## config.mk

```make
export PLATFORM = sky130hd
export DESIGN_NAME = setpoint_outputs
export DESIGN_NICKNAME = d
export VERILOG_FILES = /design/src/design/setpoint_pkg.sv /design/src/design/setpoint_outputs.sv
export SDC_FILE = /design/constraint.sdc
export NUM_CORES = 1
export LEC_CHECK = 0
export ABC_AREA = 0
export BUFFER_PORTS_ARGS = -buffer_cell sky130_fd_sc_hd__buf_4
export CAP_MARGIN = 20
export CELL_PAD_IN_SITES_DETAIL_PLACEMENT = 0
export CELL_PAD_IN_SITES_GLOBAL_PLACEMENT = 2
export CORE_UTILIZATION = 35
export CTS_CLUSTER_DIAMETER = 30
export DETAILED_ROUTE_END_ITERATION = 6
export GPL_TIMING_DRIVEN = 1
export PLACE_DENSITY = 0.71
export SLEW_MARGIN = 20
export SYNTH_ARGS = -nofsm -noshare
export SYNTH_HDL_FRONTEND = slang
export SYNTH_SLANG_ARGS = --single-unit
```

## constraint.sdc

```tcl
create_clock -name mclk -period 12.6 [get_ports mclk]
set_input_delay 1.89 -clock mclk [delete_from_list [all_inputs] [get_ports mclk]]
set_output_delay 1.89 -clock mclk [all_outputs]
set_load 0.03 [all_outputs]
```

## src/design/setpoint_pkg.sv

```systemverilog
package setpoint_pkg;

    // ----------------------------------------------------------------
    // clock and timing
    // ----------------------------------------------------------------
    localparam int unsigned CLK_PERIOD_NS = 10;
    localparam int unsigned DELAY_STEP_NS = 100_000_000; // 0.1 s delay step
    localparam int unsigned DELAY_MAX     = 5999;        // 599.9 s in steps

    // ----------------------------------------------------------------
    // value ranges
    // ----------------------------------------------------------------
    localparam int SP_MIN   = -19999;
    localparam int SP_MAX   = 99999;
    localparam int HYST_MIN = 1;
    localparam int HYST_MAX = 59999;

    // ----------------------------------------------------------------
    // register map (byte addresses)
    // ----------------------------------------------------------------
    localparam logic [7:0] REG_GCTRL   = 8'h00;
    localparam logic [7:0] REG_STATUS  = 8'h04;
    localparam logic [7:0] REG_OFFSET  = 8'h08;
    localparam logic [3:0] CH0_PAGE    = 4'h1;  // channel 0 at 0x10..0x1C
    localparam logic [3:0] CH1_PAGE    = 4'h2;  // channel 1 at 0x20..0x2C
    localparam logic [3:0] CH_CTRL     = 4'h0;
    localparam logic [3:0] CH_SETPOINT = 4'h4;
    localparam logic [3:0] CH_HYST     = 4'h8;
    localparam logic [3:0] CH_DELAYS   = 4'hC;
    localparam int         OFF_DLY_POS = 16;    // off delay field in CH_DELAYS

    // ----------------------------------------------------------------
    // encodings
    // ----------------------------------------------------------------
    localparam logic [1:0] HIGH_ACTING_BALANCED   = 2'h0;
    localparam logic [1:0] HIGH_ACTING_UNBALANCED = 2'h1;
    localparam logic [1:0] LOW_ACTING_BALANCED    = 2'h2;
    localparam logic [1:0] LOW_ACTING_UNBALANCED  = 2'h3;

    localparam logic [1:0] RM_AUTO                  = 2'h0;
    localparam logic [1:0] RM_LATCH_IMMEDIATE_RESET = 2'h1;
    localparam logic [1:0] RM_LATCH_DELAYED_RESET   = 2'h2;

    localparam logic [2:0] UF_NONE  = 3'h0;
    localparam logic [2:0] UF_ZERO  = 3'h1;
    localparam logic [2:0] UF_RESET = 3'h2;
    localparam logic [2:0] UF_SP1   = 3'h3;
    localparam logic [2:0] UF_SP2   = 3'h4;
    localparam logic [2:0] UF_BOTH  = 3'h5;

    // ----------------------------------------------------------------
    // state types
    // ----------------------------------------------------------------
    typedef struct packed {
        logic       standby_en;
        logic       out_rst_disp;
        logic [1:0] rmode;
        logic [1:0] action;
        logic       en;
    } ch_cfg_t;

    typedef struct packed {
        logic       input_shown;
        logic       zero_en;
        logic       key_disp;
        logic       key_en;
        logic       ui_disp;
        logic [2:0] ui_func;
        logic       ui_high;
    } gctrl_t;

    typedef struct packed {
        ch_cfg_t            cfg;
        logic signed [17:0] sp;
        logic [15:0]        hys;
        logic [12:0]        don;
        logic [12:0]        doff;
        logic [12:0]        tmr;
        logic               out;
        logic               pend;
        logic               sby;
        logic               blk;
    } ch_state_t;

    typedef struct packed {
        ch_state_t [1:0]    ch;
        gctrl_t             g;
        logic signed [17:0] ofs;
        logic [23:0]        div;
        logic               key_q;
        logic               ui_q;
        logic [31:0]        rdata;
    } state_t;

    localparam ch_cfg_t   CFG_RST = '0;
    localparam gctrl_t    G_RST   = '{input_shown: 1'b1, default: '0};
    localparam logic [15:0] HYST_RST = 16'h0001;

endpackage

```

## src/design/setpoint_outputs.sv

```systemverilog
// The implementer's own choices: the address-and-strobe port and the register offsets.
`timescale 1ns/1ns

// Functional notes
// - four actions: high/low, balanced/unbalanced
// - setpoint accepted from -19999 to 99999
// - hysteresis accepted from 1 to 59999
// - unbalanced band below high, above low
// - on delay 0.0 to 599.9 s
// - separate off delay 0.0 to 599.9 s
// - zero delay switches at normal rate
// - auto: self off, manual reset forces off
// - immediate latch held until manual reset
// - latched outputs come up off
// - delayed latch: reset waits for off point
// - power cycle drops pending delayed reset
// - display reset may also reset outputs
// - output reset needs display assignment, shown
// - standby holds output until first crossing
// - reset key resets assigned values
// - display reset stores zeroing offset
// - zeroing needs input shown; user input zero needs no display assignment
// - disabled setpoint takes no part
// - user input resets output 1, 2, both
// - user input level applied first
module setpoint_outputs
    import setpoint_pkg::*;
#(
    parameter int unsigned TICK_CYC = DELAY_STEP_NS / CLK_PERIOD_NS
) (
    // clock and reset
    input  wire logic               mclk,
    input  wire logic               rst_b,
    // register port
    input  wire logic [7:0]         addr,
    input  wire logic [31:0]        wr_data,
    input  wire logic               wr_en,
    input  wire logic               rd_en,
    output logic      [31:0]        rd_data,
    // meter side
    input  wire logic signed [17:0] disp_value,
    input  wire logic               reset_key,
    input  wire logic               user_in,
    // relay drivers
    output logic      [1:0]         sp_out
);

    // ----------------------------------------------------------------
    // state and event signals
    // ----------------------------------------------------------------
    state_t      s_r;
    state_t      s_nxt;
    logic        tick;
    logic        key_ev;
    logic        ui_ev;
    logic        disp_rst;
    logic [1:0]  cond_on;
    logic [1:0]  cond_off;
    logic [1:0]  hold;
    logic [1:0]  ch_rst;

    // ----------------------------------------------------------------
    // next state
    // ----------------------------------------------------------------

    // one process computes every next value from s_r
    always_comb begin
        logic               ui_lvl;
        logic signed [19:0] v;
        logic signed [19:0] spx;
        logic signed [19:0] hy;
        logic signed [19:0] half;
        logic signed [19:0] on_th;
        logic signed [19:0] off_th;
        logic [12:0]        dly;
        logic               go_on;
        logic               go_off;
        logic [1:0]         pg;
        int                 c;
        ui_lvl   = 1'b0;
        v        = '0;
        spx      = '0;
        hy       = '0;
        half     = '0;
        on_th    = '0;
        off_th   = '0;
        dly      = '0;
        go_on    = 1'b0;
        go_off   = 1'b0;
        pg       = '0;
        c        = 0;
        s_nxt    = s_r;
        s_nxt.rdata = '0;
        cond_on  = '0;
        cond_off = '0;
        hold     = '0;
        ch_rst   = '0;

        // delay step divider, one pulse per tenth of a second
        tick = (s_r.div == 24'(TICK_CYC - 1));
        s_nxt.div = tick ? '0 : s_r.div + 24'h000001;

        // input level applied before the edge is taken
        ui_lvl = s_r.g.ui_high ? user_in : ~user_in;
        s_nxt.key_q = reset_key;
        s_nxt.ui_q  = ui_lvl;
        key_ev = reset_key & ~s_r.key_q & s_r.g.key_en;
        ui_ev  = ui_lvl & ~s_r.ui_q;

        // display reset only when assigned to and showing the input
        disp_rst = s_r.g.input_shown & ((key_ev & s_r.g.key_disp) |
                   (ui_ev & s_r.g.ui_disp & (s_r.g.ui_func == UF_RESET)));

        // zeroing offset taken from the current reading
        if ((disp_rst & s_r.g.zero_en) | (ui_ev & (s_r.g.ui_func == UF_ZERO) &
                                          s_r.g.input_shown)) begin
            s_nxt.ofs = disp_value;
        end

        // register writes; out-of-range values are refused
        pg = (addr[7:4] == CH1_PAGE) ? 2'h1 : 2'h0;
        if (wr_en) begin
            if (addr == REG_GCTRL) begin
                s_nxt.g = gctrl_t'(wr_data[$bits(gctrl_t)-1:0]);
            end else if (addr[7:4] == CH0_PAGE || addr[7:4] == CH1_PAGE) begin
                unique case (addr[3:0])
                    CH_CTRL: s_nxt.ch[pg[0]].cfg = ch_cfg_t'(wr_data[$bits(ch_cfg_t)-1:0]);
                    CH_SETPOINT: begin
                        if ($signed(wr_data) >= SP_MIN && $signed(wr_data) <= SP_MAX) begin
                            s_nxt.ch[pg[0]].sp = wr_data[17:0];
                        end
                    end
                    CH_HYST: begin
                        if (wr_data >= 32'(HYST_MIN) && wr_data <= 32'(HYST_MAX)) begin
                            s_nxt.ch[pg[0]].hys = wr_data[15:0];
                        end
                    end
                    CH_DELAYS: begin
                        if (wr_data[12:0] <= 13'(DELAY_MAX)) begin
                            s_nxt.ch[pg[0]].don = wr_data[12:0];
                        end
                        if (wr_data[OFF_DLY_POS+:13] <= 13'(DELAY_MAX)) begin
                            s_nxt.ch[pg[0]].doff = wr_data[OFF_DLY_POS+:13];
                        end
                    end
                    default: ;
                endcase
            end
        end

        // per-channel trigger, delay and reset handling
        v = 20'(disp_value) - 20'(s_r.ofs);
        for (c = 0; c < 2; c++) begin
            spx  = 20'(s_r.ch[c].sp);
            hy   = $signed({4'h0, s_r.ch[c].hys});
            half = hy >>> 1;
            unique case (s_r.ch[c].cfg.action)
                HIGH_ACTING_BALANCED: begin
                    on_th  = spx + half;
                    off_th = spx - half;
                end
                HIGH_ACTING_UNBALANCED: begin
                    on_th  = spx;
                    off_th = spx - hy;
                end
                LOW_ACTING_BALANCED: begin
                    on_th  = spx - half;
                    off_th = spx + half;
                end
                LOW_ACTING_UNBALANCED: begin
                    on_th  = spx;
                    off_th = spx + hy;
                end
            endcase
            cond_on[c]  = s_r.ch[c].cfg.action[1] ? (v <= on_th) : (v >= on_th);
            cond_off[c] = s_r.ch[c].cfg.action[1] ? (v > off_th) : (v < off_th);
            hold[c] = (s_r.ch[c].sby & s_r.ch[c].cfg.standby_en) | s_r.ch[c].blk;
            // key not assigned to the display acts as a plain manual output reset
            ch_rst[c] = (key_ev & ~s_r.g.key_disp) |
                        (disp_rst & s_r.ch[c].cfg.out_rst_disp) |
                        (ui_ev & ((s_r.g.ui_func == UF_BOTH) |
                                  (s_r.g.ui_func == (c == 0 ? UF_SP1 : UF_SP2))));

            if (!s_r.ch[c].cfg.en) begin
                // disabled channel is parked and ignores its setup
                s_nxt.ch[c].out  = 1'b0;
                s_nxt.ch[c].tmr  = '0;
                s_nxt.ch[c].pend = 1'b0;
                s_nxt.ch[c].blk  = 1'b0;
            end else begin
                // crossing into the off region releases standby and block
                if (cond_off[c]) begin
                    s_nxt.ch[c].sby = 1'b0;
                    s_nxt.ch[c].blk = 1'b0;
                end
                go_on  = cond_on[c] & ~s_r.ch[c].out & ~hold[c];
                go_off = cond_off[c] & s_r.ch[c].out &
                         ((s_r.ch[c].cfg.rmode == RM_AUTO) |
                          ((s_r.ch[c].cfg.rmode == RM_LATCH_DELAYED_RESET) &
                           s_r.ch[c].pend));
                dly = go_on ? s_r.ch[c].don : s_r.ch[c].doff;
                if (go_on | go_off) begin
                    if (s_r.ch[c].tmr >= dly) begin
                        s_nxt.ch[c].out = go_on;
                        s_nxt.ch[c].tmr = '0;
                        if (go_off) begin
                            s_nxt.ch[c].pend = 1'b0;
                        end
                    end else if (tick) begin
                        s_nxt.ch[c].tmr = s_r.ch[c].tmr + 13'h0001;
                    end
                end else begin
                    s_nxt.ch[c].tmr = '0;
                end
                // manual reset: delayed mode only arms, others drop at once
                if (ch_rst[c] & s_r.ch[c].out) begin
                    if (s_r.ch[c].cfg.rmode == RM_LATCH_DELAYED_RESET) begin
                        s_nxt.ch[c].pend = 1'b1;
                    end else begin
                        s_nxt.ch[c].out = 1'b0;
                        s_nxt.ch[c].tmr = '0;
                        s_nxt.ch[c].blk = 1'b1;
                    end
                end
            end
        end

        // read data stands one cycle after the strobe; unmapped reads zero
        if (rd_en) begin
            if (addr == REG_GCTRL) begin
                s_nxt.rdata = 32'(s_r.g);
            end else if (addr == REG_STATUS) begin
                s_nxt.rdata = {24'h000000, hold, s_r.ch[1].pend, s_r.ch[0].pend,
                               2'h0, s_r.ch[1].out, s_r.ch[0].out};
            end else if (addr == REG_OFFSET) begin
                s_nxt.rdata = 32'(s_r.ofs);
            end else if (addr[7:4] == CH0_PAGE || addr[7:4] == CH1_PAGE) begin
                unique case (addr[3:0])
                    CH_CTRL:     s_nxt.rdata = 32'(s_r.ch[pg[0]].cfg);
                    CH_SETPOINT: s_nxt.rdata = 32'(s_r.ch[pg[0]].sp);
                    CH_HYST:     s_nxt.rdata = 32'(s_r.ch[pg[0]].hys);
                    CH_DELAYS:   s_nxt.rdata = {3'h0, s_r.ch[pg[0]].doff, 3'h0, s_r.ch[pg[0]].don};
                    default:     s_nxt.rdata = '0;
                endcase
            end
        end
    end

    // ----------------------------------------------------------------
    // state register
    // ----------------------------------------------------------------

    // power-up: outputs off, pending resets dropped, standby armed
    always_ff @(posedge mclk or negedge rst_b) begin
        if (!rst_b) begin
            s_r <= '0;
            s_r.g <= G_RST;
            for (int i = 0; i < 2; i++) begin
                s_r.ch[i].cfg <= CFG_RST;
                s_r.ch[i].hys <= HYST_RST;
                s_r.ch[i].out <= 1'b0;
                s_r.ch[i].pend <= 1'b0;
                s_r.ch[i].sby <= 1'b1;
            end
        end else begin
            s_r <= s_nxt;
        end
    end

    assign rd_data = s_r.rdata;
    assign sp_out  = {s_r.ch[1].out, s_r.ch[0].out};

    // ----------------------------------------------------------------
    // checks on channel 0, the user input edge and the zeroing offset
    // ----------------------------------------------------------------
    dis_off_a: assert property (@(posedge mclk) disable iff (!rst_b)
        !s_r.ch[0].cfg.en |=> !s_r.ch[0].out)
        else $error("disabled setpoint drove its output");

    zero_delay_a: assert property (@(posedge mclk) disable iff (!rst_b)
        (s_r.ch[0].cfg.en && s_r.ch[0].don == 13'h0000 && cond_on[0] && !s_r.ch[0].out
         && !hold[0] && !ch_rst[0]) |=> s_r.ch[0].out)
        else $error("zero on delay did not switch next cycle");

    latch_keep_a: assert property (@(posedge mclk) disable iff (!rst_b)
        (s_r.ch[0].cfg.en && s_r.ch[0].cfg.rmode == RM_LATCH_IMMEDIATE_RESET
         && s_r.ch[0].out && !ch_rst[0]) |=> s_r.ch[0].out)
        else $error("latched output dropped without reset");

    imm_reset_a: assert property (@(posedge mclk) disable iff (!rst_b)
        (s_r.ch[0].cfg.en && s_r.ch[0].cfg.rmode != RM_LATCH_DELAYED_RESET
         && s_r.ch[0].out && ch_rst[0]) |=> !s_r.ch[0].out ##1 !s_r.ch[0].out)
        else $error("manual reset did not turn output off");

    dly_pend_a: assert property (@(posedge mclk) disable iff (!rst_b)
        (s_r.ch[0].cfg.en && s_r.ch[0].cfg.rmode == RM_LATCH_DELAYED_RESET
         && s_r.ch[0].out && ch_rst[0]) |=> (s_r.ch[0].out && s_r.ch[0].pend))
        else $error("delayed reset not held pending");

    on_delay_a: assert property (@(posedge mclk) disable iff (!rst_b)
        $rose(s_r.ch[0].out) |-> $past(s_r.ch[0].tmr) >= $past(s_r.ch[0].don))
        else $error("output turned on before its delay");

    restart_a: assert property (@(posedge mclk) disable iff (!rst_b)
        (s_r.ch[0].cfg.en && !s_r.ch[0].out && !cond_on[0]) |=> s_r.ch[0].tmr == 13'h0000)
        else $error("on timer not restarted on reversal");

    edge_once_a: assert property (@(posedge mclk) disable iff (!rst_b)
        ui_ev |=> !ui_ev)
        else $error("user input event longer than one cycle");

    zero_gate_a: assert property (@(posedge mclk) disable iff (!rst_b)
        $changed(s_r.ofs) |-> $past(s_r.g.input_shown))
        else $error("display zeroed while input not shown");

endmodule

```

* After elaboration in Yosys (flattened, before gate mapping)
Cells that the tools add are included. W data, S select, Z words.
Operators by class: add/subtract/negate cells 12, multiply operators 0, divide/modulo/power cells 0, magnitude comparators 18, equality and inequality tests 23, shift-type cells 0, muxes and demuxes 79, bitwise logic cells 52, reduce and logical (&&, ||, !) cells 15
Operators with widths (count):
- $mux W168 | 8
- $bwmux W168 | 5
- $pmux W168 S4 | 1
- $demux W84 S1 | 5
- $mux W84 | 3
- $mux W101 | 2
- $mux W32 | 5
- $pmux W20 S4 | 2
- $pmux W32 S4 | 1
- $pmux W20 S3 | 2
- $mux W110 | 1
- $mux W13 | 8
- $mux W77 | 1
- $mux W15 | 4
- $mux W59 | 1
- $mux W43 | 1
- $ge A19 B20 Y1 | 2
- $gt A19 B20 Y1 | 2
- $le A19 B20 Y1 | 2
- $lt A19 B20 Y1 | 2
- $add A18 B16 Y19 | 2
- $add A18 B17 Y19 | 2
- $sub A18 B16 Y19 | 2
- $sub A18 B17 Y19 | 2
- other kinds (42) | 133
Storage, ports and cells: bits in registers 253, bits in latches 0, bits in writable memories 0, ROM bits 0, input port bits 64, output and inout port bits 34, memories 0

* Logic depth before layout (Yosys ltp)
depth after elaboration 24, depth in mapped cells 33, gate-level depth less buffers 31

* Worst setup path after synthesis
OpenSTA, ideal clock, no wires.
path kind input port to flip-flop, start input port disp_value[0], end register s_r[90] in the netlist's numbering, library setup time 0.071 ns, data arrival time 7.395 ns, required time 12.529 ns, setup slack 5.134 ns, stages 32, cell sequence inv_1 -> ha_1 -> fa_1 -> nor2b_1 -> o31a_1 -> nor2_1 -> o21ai_1 -> a41o_1 -> o21ai_1 -> o21bai_1 -> a21oi_1 -> xnor2_1 -> ha_1 -> a21o_1 -> a21oi_1 -> o32ai_1 -> or4_1 -> a221o_1 -> nand4b_4 -> buf_6 -> mux2i_1 -> ha_1 -> nor2b_1 -> o21a_1 -> o21a_1 -> o21ai_0 -> a221oi_1 -> o221ai_1 -> nand2_1 -> a21o_2 -> buf_6 -> nor2_1
RTL lines:
- from (decl) | RTL line setpoint_outputs.sv:41 | input wire logic signed [17:0] disp_value,
- to (signal assigned) | RTL line setpoint_outputs.sv:266 | s_r <= s_nxt;
- to (decl) | RTL line setpoint_outputs.sv:51 | state_t s_r;

==> summary.txt <==
Timing
  – Worst Tran Pin Value: 1140 ps
  – # setup viols final: 0
  – Post-layout min period: 8400 ps
  – Rel. slew slack: 23.8%
  – RSZ-0062 raised after global routing: no
  – Max Clk Rate: 0.119 GHz
  – Skew final: 26.0 ps
  – Fin Setup TNS: 0 ps
  – Final Max Tran Viols: 0
  – Worst Slack Setup Final: 4200 ps
  – Final hold violations: 0
  – Period utilization: 66.7%

CTS
  – Post-CTS Resized: 0
  – Post-CTS Setup Bufs: 0
  – Max H-tree Level: 3
  – Clk buf depth: 3
  – Clock transition at path regs: 40 ps
  – CTS buffer count: 78
  – Clk sinks: 251
  – Hold Buf Count CTS: 0
  – Worst-Skew Late Latency: 610 ps
  – CTS root buffer: clkbuf_16
  – CTS tree: built

Final layout
  – Final instance area: 0.0258 mm^2
  – Nets@finish: 2852
  – Filler instances: 6281
  – Layout cells sized above 1: 12.4%
  – Layout area overhead: 17.9%

Global routing
  – All-Layer GR Usage: 26.1%
  – Largest net degree at the start of global routing: 111
  – Vias in the first global route: 19903
  – Global-route wire length before repair: 125000 um
  – Antenna violations before repair: 4
  – Total grt overflow: 0

Pwr
  – Sequential fraction of design power: 26.7%
  – Gate power share: 7.7%
  – Clk pwr share: 65.6%
  – Net Sw Frac: 24.4%
  – Pint: 0.00233 W
  – Switching power: 0.000751 W
  – Worst vdd ir: 0.0000824 V
  – Power density over cell area: 119 mW/mm^2
  – Pleak: 11.6 nW

Routing
  – Drt total wl: 82900 um
  – DRT antenna net count: 0
  – Pre-antenna DRT Iters: 5
  – DR WL/cell: 24.0 um
  – Avg Vias per Cell: 5.65
  – Via count: 19552
  – DRC Markers: 0
  – DR iter-0 viols: 1314

Placement
  – DP HPWL: 63900 um
  – Post-Place Setup Slack: 3550 ps
  – DP Area: 0.0231 mm^2
  – IO buf count: 97
  – RePlAce Congestion: 0.918

Critical path
  – CP arrival: 8910 ps
  – Kind of critical path: primary input to flip-flop
  – FF-to-FF path depth: 29
  – CP startpoint kind: primary input
  – Max stage delay on crit path: 890 ps
  – CP max stage cell: and4_1
  – Crit end category: flip-flop
  – CP required: 13110 ps
  – Worst-path fanout max: 15

Logic synthesis
  – Yosys warnings: 0
  – Syn Nets: 2813
  – EDFF count, synth: 0
  – Sequential share of the synthesized area: 28.7%
  – FF+latch count, synth: 251
  – Fraction of registers with async set or reset after synthesis: 100%
  – Synthesized instance count: 2521
  – Synth unique cells: 101
  – Ys flop type: dfrtp_1
  – Mapped Area: 0.0219 mm^2
  – Avg Cell Area, Syn: 8.69 um^2

Run
  – Max_cap viols: 0

Min path
  – Worst Hold Class: flip-flop to flip-flop
  – Hold depth: 2

Die
  – Initial core utilization: 35.5%
  – Core Box Area: 0.0617 mm^2
  – FP Rows: 91
  – Die X: 252 um
  – DIE AREA: 0.0636 mm^2
  – Die Y: 252 um
  – IO Count: 98

Status
  – Run status: complete, no violations
## final cells by class
type	count	area (um^2)	share of cell area (%)
antenna	1	2.50	0.00969
clock buffer	113	2270	8.81
clock inverter	28	475	1.84
inverter	108	405	1.57
multi-input combinational	1994	14400	55.6
sequential	251	6290	24.3
tap	837	1050	4.05
timing repair buffer	127	965	3.73
## power groups by stage
stage	sequential, W	clock (W)	combinational, W
final	0.000823	0.00202	0.000238
after global routing	0.000824	0.00209	0.000261
after CTS	0.000823	0.00205	0.000239
after detailed placement	0.000834	0	0.000237
after global placement	0.000834	0	0.000234
after floorplan	0.000831	0	0.000135
## cells in the mapped netlist, drive strengths merged, types with 18 or more instances
cell | n | share of area [%]
or2 | 18 | 0.51
mux2i | 85 | 3.9
clkbuf | 82 | 1.4
nand2b | 33 | 0.94
buf | 86 | 2.5
a21o | 46 | 1.6
nand4 | 44 | 1.3
nand2 | 184 | 3.2
or3 | 24 | 0.69
a21oi | 186 | 4.3
xor2 | 46 | 1.8
xnor2 | 128 | 5.1
inv | 107 | 1.8
o21a | 27 | 0.93
mux2 | 33 | 1.7
nor3 | 53 | 1.2
o21bai | 18 | 0.62
dfrtp | 246 | 28
ha | 221 | 13
nand3 | 50 | 1.1
a22o | 121 | 4.8
o22ai | 19 | 0.54
o21ai | 141 | 3.3
a31oi | 30 | 0.89
a211oi | 24 | 0.85
nor2b | 41 | 1.2
nor2 | 207 | 3.7
## sequential cells by signal, summed over array words and instances (netlist names)
signal,count
s_r,219
rd_data,30
sp_out,2
## cells in the final DEF, fill, tap and decap left out, types with 27 or more instances in the layout
master     count
a21o_1        45
a21oi_1      183
a22o_1       121
a31oi_1       29
buf_4        125
clkbuf_16     79
dfrtp_1      246
ha_1         221
inv_1        104
mux2i_1       85
nand2_1      183
nand2b_1      33
nand3_1       50
nand4_1       42
nor2_1       202
nor2b_1       40
nor3_1        51
o21a_1        27
o21ai_0      111
xnor2_1      128
xor2_1        46
## worst max-delay path: cells and delay by family
family / cells / cell delay, ps
compound gates: 13 / 2500
simple gates: 9 / 2180
fa+ha+maj: 4 / 1240
xor+xnor: 1 / 550
mux: 1 / 420
buf+inv: 2 / 120
## metrics by stage
step           total power [W]  util [%]  cells  hold WS [ps]
6_report               0.00308      41.9   3459           439
4_1_cts                0.00311      41.8   3458           438
5_1_grt                0.00318      41.9   3458           464
2_1_floorplan         0.000965         -   2521           421
3_5_place_dp           0.00107      37.4   3317           431
3_3_place_gp           0.00107      37.4   3317           428
## metal layers
metal | vias to the layer above | wire length (um) | GRT usage [%]
li1 | 9258 | - | -
met1 | 9650 | 37000 | 34.3
met2 | 496 | 39300 | 43.2
met3 | 146 | 3490 | 3.58
met4 | 2 | 3140 | 10.6
met5 | - | 9 | 0
## kinds of logic (layout without fill, tap and decap cells)
kind of cell / Yosys count / in the layout / share of synthesized area, %
flops: 251 / 251 / 28.7
xor+xnor: 174 / 174 / 6.96
mux: 120 / 120 / 5.79
simple gates: 728 / 728 / 16.4
other cells: 0 / 1 / 0
fa+ha+maj: 228 / 228 / 13.3
compound gates: 744 / 744 / 23.1
buf+inv: 276 / 376 / 5.77
## path summary, 6_finish.rpt
kind | start | to | slack (ps)
max | disp_value[0] | s_r[183] | 4200
min | s_r[170] | s_r[170] | 440
max reg2reg | s_r[214] | s_r[183] | 4510
min reg2reg | s_r[170] | s_r[170] | 440
max in group asynchronous | rst_b | s_r[158] | 9760
min in group asynchronous | rst_b | s_r[69] | 1320
No activity file was read; power rests on OpenSTA's default activity.
